**src/hdl/dmec_map.vh**
```
// Register map and field constants for the device monitor enable control block
`ifndef DMEC_MAP_VH
`define DMEC_MAP_VH

// ==========================================================================
// Offsets
`define DMEC_OFS_CONTROL     8'h2c
`define DMEC_OFS_STATUS      8'h1c

// ==========================================================================
// Fields
`define DMEC_BIT_TRAP12      24
`define DMEC_BIT_TRAP13      25
`define DMEC_MON_TRAP12      12
`define DMEC_MON_TRAP13      13
`define DMEC_FIELD_STRIDE    2
`define DMEC_IDLE_OFS        0
`define DMEC_TRAP_OFS        1
`define DMEC_STS_MSB         11
`define DMEC_STS_RESET       12'h000
`define DMEC_STS_PAD         20'h00000
`define DMEC_RDATA_IDLE      32'h00000000
`define DMEC_BIT_GATE3       26
`define DMEC_BIT_BM8         27
`define DMEC_CTRL_MASK       32'h0fffffff
`define DMEC_STS_MASK        32'h00000fff
`define DMEC_CTRL_RESET      32'h00000000
`define DMEC_MON_GATE        3
`define DMEC_MON_BM          8

`endif

```
**src/hdl/dmec_top.v**
```verilog
// Device monitor enable control register with idle timers and trap gating
`timescale 1ns/1ps
`include "dmec_map.vh"

module dmec_top #(
    parameter TMR_W       = 16,
    parameter IDLE_RELOAD = 16'h00ff
) (
    // Clock, reset, enable
    input  wire        clk_sys,
    input  wire        rst,
    input  wire        clk_en,
    // I/O register port
    input  wire [7:0]  io_addr,
    input  wire        io_wr,
    input  wire        io_rd,
    input  wire [31:0] io_wdata,
    output reg  [31:0] io_rdata,
    // Monitor events
    input  wire [13:0] trap_hit,
    input  wire [11:0] reload_evt,
    input  wire        bus_hold_request_n,
    input  wire [3:0]  bus_request_inputs,
    input  wire        timer_freeze,
    // Interrupt
    output reg         sys_mgmt_interrupt_n
);

    // ==========================================================================
    // Counter constants, sized to the timer so no bits are dropped
    localparam [TMR_W-1:0] TMR_ZERO = {TMR_W{1'b0}};
    localparam [TMR_W-1:0] TMR_ONE  = {{(TMR_W-1){1'b0}}, 1'b1};

    // ==========================================================================
    // Behaviour notes
    // - Trap hits and reload events are levels sampled each enabled clock.
    // - A trap hit held high keeps the interrupt low for as long as it stands.
    // - All twelve timers share one reload count; per-monitor counts are left out
    //   to keep the block small, software sees only the expiry status.
    // - Reload has priority over freeze, so a reload during freeze still loads.
    // - An expiry in the same cycle as a write-one clear leaves the bit set,
    //   so software never loses an event it has not seen.
    // - Clock enable low freezes every flop, outputs included.
    // - Timer freeze arrives as a pin from the global control logic.
    // - Bits 31 to 28 of control are never stored and read back zero.

    // ==========================================================================
    // Registers and their next values
    reg  [31:0]       device_monitor_control_r;
    reg  [31:0]       device_monitor_control_nxt;
    reg  [11:0]       idle_expired_status_r;
    reg  [11:0]       idle_expired_status_nxt;
    reg               intr_n_nxt;
    reg  [31:0]       io_rdata_nxt;

    // ==========================================================================
    // Decode and event wires
    // Timer and trap vectors
    wire [11:0]       expire;
    wire [11:0]       reload_go;
    wire [13:0]       trap_en;
    wire [13:0]       trap_fire;

    // Bus decode
    wire              ctrl_sel;
    wire              sts_sel;
    wire              ctrl_wr;
    wire              sts_wr;

    // Event helpers
    wire              bm_req;
    wire [11:0]       sts_clr;

    // Address decode; only two offsets answer, everything else reads zero
    assign ctrl_sel = (io_addr == `DMEC_OFS_CONTROL);
    assign sts_sel  = (io_addr == `DMEC_OFS_STATUS);
    assign ctrl_wr  = io_wr & ctrl_sel;
    assign sts_wr   = io_wr & sts_sel;

    // Any bus-master request: the hold request is active low, the others active high
    assign bm_req = ~bus_hold_request_n | (|bus_request_inputs);

    // Write-one-to-clear mask, only the twelve status bits matter
    assign sts_clr = sts_wr ? io_wdata[`DMEC_STS_MSB:0] : `DMEC_STS_RESET;

    // Trap enables for the two monitors without idle timers
    assign trap_en[`DMEC_MON_TRAP12] = device_monitor_control_r[`DMEC_BIT_TRAP12];
    assign trap_en[`DMEC_MON_TRAP13] = device_monitor_control_r[`DMEC_BIT_TRAP13];

    // A trap only fires where its enable is set
    assign trap_fire = trap_hit & trap_en;

    // ==========================================================================
    // Per-monitor idle timers
    // One loop builds the field decode, reload gating and down-counter of each
    genvar n;
    generate
        for (n = 0; n < 12; n = n + 1) begin : g_mon
            // Timer state and per-monitor helpers
            reg  [TMR_W-1:0] cnt_r;
            reg  [TMR_W-1:0] cnt_nxt;
            wire             idle_en;
            wire             base_ld;
            wire             at_one;

            // Each monitor owns a pair of bits: reload enable low, trap enable high
            assign idle_en    = device_monitor_control_r[`DMEC_FIELD_STRIDE*n+`DMEC_IDLE_OFS];
            assign trap_en[n] = device_monitor_control_r[`DMEC_FIELD_STRIDE*n+`DMEC_TRAP_OFS];

            // Monitor 3 needs the extra gate so it can serve as a pure software timer
            if (n == `DMEC_MON_GATE) begin : g_gate
                assign base_ld = reload_evt[n] & idle_en & device_monitor_control_r[`DMEC_BIT_GATE3];
            end else begin : g_plain
                assign base_ld = reload_evt[n] & idle_en;
            end

            // Monitor 8 also reloads on bus-master traffic when allowed
            if (n == `DMEC_MON_BM) begin : g_bm
                assign reload_go[n] = base_ld | (bm_req & device_monitor_control_r[`DMEC_BIT_BM8]);
            end else begin : g_nobm
                assign reload_go[n] = base_ld;
            end

            // Expiry is the step from one to zero, so an idle (zero) timer never fires
            assign at_one    = (cnt_r == TMR_ONE);
            assign expire[n] = at_one & ~reload_go[n] & ~timer_freeze;

            // Reload wins over counting; freeze holds the value
            always @* begin
                cnt_nxt = cnt_r;
                if (reload_go[n]) begin
                    cnt_nxt = IDLE_RELOAD[TMR_W-1:0];
                end else if (!timer_freeze && cnt_r != TMR_ZERO) begin
                    cnt_nxt = cnt_r - TMR_ONE;
                end
            end

            // Timer flops, frozen with the clock enable
            always @(posedge clk_sys) begin
                if (rst) begin
                    cnt_r <= TMR_ZERO;
                end else if (clk_en) begin
                    cnt_r <= cnt_nxt;
                end
            end
        end
    endgenerate

    // ==========================================================================
    // Control register: a plain read/write word, reserved bits never stored
    always @* begin
        device_monitor_control_nxt = device_monitor_control_r;
        if (ctrl_wr) begin
            device_monitor_control_nxt = io_wdata & `DMEC_CTRL_MASK;
        end
    end

    // Control flops; reset leaves every trap and reload disabled
    always @(posedge clk_sys) begin
        if (rst) begin
            device_monitor_control_r <= `DMEC_CTRL_RESET;
        end else if (clk_en) begin
            device_monitor_control_r <= device_monitor_control_nxt;
        end
    end

    // ==========================================================================
    // Idle status: hardware set beats a write-one clear in the same cycle
    always @* begin
        idle_expired_status_nxt = (idle_expired_status_r & ~sts_clr) | expire;
    end

    // Status flops
    always @(posedge clk_sys) begin
        if (rst) begin
            idle_expired_status_r <= `DMEC_STS_RESET;
        end else if (clk_en) begin
            idle_expired_status_r <= idle_expired_status_nxt;
        end
    end

    // ==========================================================================
    // Interrupt: low the cycle after any enabled trap hit or timer expiry
    always @* begin
        intr_n_nxt = ~((|trap_fire) | (|expire));
    end

    // Interrupt flop, idle high
    always @(posedge clk_sys) begin
        if (rst) begin
            sys_mgmt_interrupt_n <= 1'b1;
        end else if (clk_en) begin
            sys_mgmt_interrupt_n <= intr_n_nxt;
        end
    end

    // ==========================================================================
    // Read data: picked at the strobe, held until the next read
    // Unmapped offsets read zero
    always @* begin
        io_rdata_nxt = io_rdata;
        if (io_rd) begin
            if (ctrl_sel) begin
                io_rdata_nxt = device_monitor_control_r & `DMEC_CTRL_MASK;
            end else if (sts_sel) begin
                io_rdata_nxt = {`DMEC_STS_PAD, idle_expired_status_r};
            end else begin
                io_rdata_nxt = `DMEC_RDATA_IDLE;
            end
        end
    end

    // Read data flops
    always @(posedge clk_sys) begin
        if (rst) begin
            io_rdata <= `DMEC_RDATA_IDLE;
        end else if (clk_en) begin
            io_rdata <= io_rdata_nxt;
        end
    end

endmodule

```
**config.mk**
```make
export PLATFORM = sky130hd
export DESIGN_NAME = dmec_top
export DESIGN_NICKNAME = d
export VERILOG_FILES = /design/src/hdl/dmec_top.v
export VERILOG_INCLUDE_DIRS = /design/src /design/src/hdl
export SDC_FILE = /design/constraint.sdc
export NUM_CORES = 1
export LEC_CHECK = 0
export ABC_CLOCK_PERIOD_IN_PS = 2400
export BUFFER_PORTS_ARGS = -buffer_cell sky130_fd_sc_hd__buf_2
export CAP_MARGIN = 10
export CORE_ASPECT_RATIO = 0.6
export CORE_MARGIN = 4
export CORE_UTILIZATION = 50
export DETAILED_ROUTE_END_ITERATION = 10
export PLACE_DENSITY = 0.81
export SYNTH_ARGS = -nofsm -noshare
export SYNTH_HDL_FRONTEND = slang
export SYNTH_SLANG_ARGS = --single-unit
```
**constraint.sdc**
```tcl
create_clock -name clk_sys -period 2.4 [get_ports clk_sys]
set_input_delay 0.36 -clock clk_sys [delete_from_list [all_inputs] [get_ports clk_sys]]
set_output_delay 0.36 -clock clk_sys [all_outputs]
set_load 0.1 [all_outputs]
```
* Word-level counts from Yosys, hierarchy flattened
Index checks and enable logic that the tools add are counted.
Storage, ports and cells: register bits 265, input bits 77, word-level logic and storage cells 185
Cells by class: add/subtract/negate cells 12, equal/unequal tests 14, mux-type cells 27, bitwise logic cells 62, reduce and logical (&&, ||, !) cells 54
Operator list (count):
- 2-to-1 mux 16 bit | 24
- equality test 16 x 1 -> 1 bit, second input constant | 12
- nonzero test 16 bit | 12
- subtractor 16 x 1 -> 16 bit, second input constant | 12
- AND 1 bit | 40
- 2-to-1 mux 28 bit | 1
- AND reduction 2 bit | 14
- 2-to-1 mux 12 bit | 2
- nonzero test 2 bit | 12
- inverter 1 bit | 15
- AND 14 bit | 1
- OR reduction 14 bit | 1
- AND 12 bit | 1
- logical AND 1 bit | 12
- inverter 12 bit | 1
- OR 12 bit | 1
- OR reduction 12 bit | 1
- equality test 8 x 5 -> 1 bit, second input constant | 1
- equality test 8 x 6 -> 1 bit, second input constant | 1
- OR reduction 4 bit | 1
- OR 1 bit | 3
- logical NOT 1 bit | 1

* Logic depth before layout (Yosys ltp)
depth after elaboration 10, gate-level depth with buffers 9

* Worst setup path before layout
Ideal clock, no wire load.
kind flip-flop to flip-flop, start reg g_mon[9].cnt_r[10], end reg g_mon[9].cnt_r[6], library setup time 0.133 ns, data arrival time 2.091 ns, data required time 2.267 ns, slack 0.176 ns, stages on the path, launching flop included 8, path buffers 1, path through dfxtp_1 or4_4 or4b_4 o21a_1 buf_2 and3_1 xnor2_1 a21oi_1
Between the ends: cells in the longest elaborated chain, start to end 4
Ends and longest elaborated chain:
- start: declaration | RTL line dmec_top.v:100 | reg [TMR_W-1:0] cnt_r;
- start signal: assignment | RTL line dmec_top.v:143 | cnt_r <= cnt_nxt;
- nonzero test 16 bit | RTL line dmec_top.v:133 | end else if (!timer_freeze && cnt_r != TMR_ZERO) begin
- logical AND 1 bit | RTL line dmec_top.v:133
- nonzero test 2 bit (no line)
- AND reduction 2 bit (no line)
No other way between the ends. A chain may end at the register's enable or synchronous reset.

* Worst setup path in the final report
start reg g_mon[11].cnt_r[5], end reg g_mon[11].cnt_r[1]
Between the ends: cells in the longest elaborated chain, start to end 4
Ends and longest elaborated chain (RTL line):
- start: declaration | dmec_top.v:100
- start signal: assignment | dmec_top.v:143
- nonzero test 16 bit | dmec_top.v:133
- logical AND 1 bit | dmec_top.v:133
- nonzero test 2 bit (no line)
- AND reduction 2 bit (no line)
No other way between the ends.

==> metrics.md <==
| Metric | Value |
|---|---|
| Num rows | `44` |
| Synth cell types | `70` |
| Critical path's slowest cell | `or4_1` |
| Fin crit period | `2.405 ns` |
| Area delta synth->final | `16.30%` |
| Slowest stage delay, CP | `approximately 0.56 ns` |
| Crit path DAT | `approximately 2.8 ns` |
| DRT iter0 DRCs | `a little under 1000` |
| DR WL/cell | `roughly 17 um` |
| Total GRT Usage | `between 20 and 25%` |
| WP depth | `6` |
| Synth Cell Area | `0.01241 sq mm` |
| Max Cap Violations | `0` |
| Top-area cell type share of the netlist area | `between 40% and 50%` |
| Clk pin slew, worst setup/hold paths | `~0.070 ns` |
| Routed vias/inst | `between 5 and 6` |
| Hold Path Stages | `3` |
| Routability cong. | `roughly 0.94` |
| Period utilisation layout | `100.2%` |
| DR vias | `roughly 11000` |
| Clk root buf | `clkbuf_16` |
| Warnings from Yosys | `0` |
| HP Class | `in -> reg` |
| Port bufs | `between 100 and 150` |
| CTS Buf Count | `24` |
| H-tree Lvls | `1` |
| Final WS setup | `-0.004876 ns` |
| Post-synth EDFFs | `0` |
| # nets final | `between 1500 and 2000` |
| Final setup fails | `1` |
| Cell with the most instances after synthesis | `dfxtp_1` |
| Core area | `approximately 0.024 sq mm` |
| Leak Pwr | `5.719 nW` |
| Initial core utilization | `51.11%` |
| Crit. End Element | `flop` |
| Initial antenna violation count | `1` |
| Slew Limit Fails | `0` |
| F_max | `about 420 MHz` |
| First-pass GRT wire length | `51.45 mm` |
| Top Ports | `110` |
| Worst setup endpoint | `g_mon[11].cnt_r[1]$_SDFFE_PP0P_` |
| Worst Path Required | `2.82 ns` |
| Vias in the first global route | `slightly above 10000` |
| Layout Skew | `0.01055 ns` |
| Mapped Cells | `roughly 1400` |
| Commonest cells in the netlist | `dfxtp_1, nor2_1, a21oi_1` |
| CTS tree | `done` |
| Area of the die | `about 0.027 sq mm` |
| Die Y | `approximately 130 um` |
| Sequential fraction of the synthesis area | `a little over two fifths` |
| Grt total ovfl | `0` |
| Top_reg_cell synth | `dfxtp_1` |
| Syn_area_per_cell | `8.683 sq um` |
| CTS sink count | `between 200 and 300` |
| R2R depth | `6` |
| CP cell instances | `or4_1 > buf_4 > nor4_1 > a21oi_1 > and3_1 > a311oi_1` |
| VDD IR max | `0.9839 mV` |
| Top area cells in the synthesized netlist | `dfxtp_1, xor2_1, nor2_1` |
| Power Dens Cells | `1411 mW/mm^2` |
| Hold Vio Cnt, Final | `0` |
| Capture point of the worst reg-to-reg path | `g_mon[11].cnt_r[1]$_SDFFE_PP0P_` |
| Worst slack, placed | `approximately 0.027 ns` |
| Routed Antenna Nets | `0` |
| Layout cells sized above 1 | `15.18%` |
| Largest net degree at the start of global routing | `68` |
| Worst-Margin Slew | `slightly below 1 ns` |
| Failing checks | `setup timing` |
| HPWL after DPL | `between 20 and 25 mm` |
| Reg2reg start | `g_mon[11].cnt_r[5]$_SDFFE_PP0P_` |
| Placed cells | `between 1500 and 2000` |
| First-pass DRT Iterations | `5` |
| Worst-case clock buffer depth | `3` |
| Hold_ws | `between 0.06 and 0.07 ns` |
| Die W | `roughly 210 um` |
| Slew margin rel. | `33.38%` |
| CP startpoint | `g_mon[11].cnt_r[5]$_SDFFE_PP0P_` |
| Status | `complete, but fails checks` |
| DRC Markers | `0` |
| Post-Layout Cell Count | `about 1900` |
| Worst-skew pair later-pin latency | `0.52 ns` |
| Asr flop ratio synth | `0%` |
| Top delay family on crit path | `simple AND/OR/NAND/NOR gates` |
| Routed WL | `32.23 mm` |
| R2r setup slk | `-0.005 ns` |
| CP Launch Type | `flop` |
| Worst Path Buf+Inv | `1` |
| Worst-path fanout max | `5` |
| Crit path kind | `reg -> reg` |
| #FFs+latches synth | `around 260` |
| Post-synth top area cell | `dfxtp_1` |
## kinds of logic (layout without fill, tap and decap cells)
group                      count (synthesis)  in the layout  synth area share (%)
buffers and inverters                     98            240                 3.237
DFF                                      261            261                 42.11
xor gates and xnor gates                 149            149                 10.52
AOI/OAI and AO/OA                        247            247                 13.39
adders and majority gates                 36             36                 3.630
and+or+nand+nor                          609            609                 24.83
other                                      1              5               0.03022
muxes                                     28             28                 2.259
## placed cells by master, fill, tap and decap left out, drive strengths merged, types with 36 or more instances in the layout
master / n
ha: 36
nor2: 194
nand2: 101
clkbuf: 42
nor3: 84
dfxtp: 261
xor2: 92
xnor2: 57
a21oi: 111
nand3: 61
nor4: 42
buf: 165
## per-layer routing
layer,vias up,part of all wire (%),global-route usage (%)
li1,5355,-,-
met4,2,3.1,7.040
met2,321,44,35.39
met3,67,6.2,3.820
met5,-,0.040,0
met1,5181,46,31.43
## cell type report
class                   count  area [sq um]
fillers                  2046          9848
multi-input cells        1073          6888
flip-flops and latches    261          5225
repair buffers            165          1013
clock buffers              42         769.5
well taps                 322         402.9
inverters                  31         116.4
clock inverters             2         12.51
diodes                      1         2.502
## state kept, by name (all words and copies together), names as in the netlist
name,count
g_mon.cnt_r,192
device_monitor_control_r,28
io_rdata,28
idle_expired_status_r,12
sys_mgmt_interrupt_n,1
## worst min-delay path, stage by stage
cell and delay, ns:
buf_2 0.07, mux2i_1 0.05, nor2_1 0.07
## where the power goes
group	internal, W	switching, W
sequential	0.00558	0.00128
clock	0.00217	0.00164
combinational	0.00427	0.00543
total	0.0120	0.00835
## worst min-delay path by stage
| stage | from | to |
|---|---|---|
| after floorplan | idle_expired_status_r[8]$_SDFFE_PP0P_ | idle_expired_status_r[8]$_SDFFE_PP0P_ |
| after global placement | io_rdata[21]$_SDFFE_PP0P_ | io_rdata[21]$_SDFFE_PP0P_ |
| after detailed placement | io_rdata[16]$_SDFFE_PP0P_ | io_rdata[16]$_SDFFE_PP0P_ |
| after CTS | io_wdata[25] | device_monitor_control_r[25]$_SDFFE_PP0P_ |
| after global routing | io_wdata[15] | device_monitor_control_r[15]$_SDFFE_PP0P_ |
| final | io_wdata[25] | device_monitor_control_r[25]$_SDFFE_PP0P_ |
## per-stage QoR
step                       TNS [ns]  cell area, sq um  power (W)  util [%]
after floorplan                   0             12420    0.01384         -
after global placement            0             13550    0.01570     55.81
after detailed placement          0             13550    0.01612     55.81
after CTS                         0             14330    0.02001     59.03
after global routing        -0.2421             14430    0.02193     59.43
final                     -0.004876             14430    0.02036     59.44
## repair_timing
| action | 4_1_cts | 5_1_grt |
|---|---|---|
| hold buffers | 0 | 0 |
| gates resized for setup | 0 | 17 |
| endpoints found under the setup margin | 0 | 47 |
| buffers inserted | 0 | 1 |
Power figures use the tool's default switching activity.
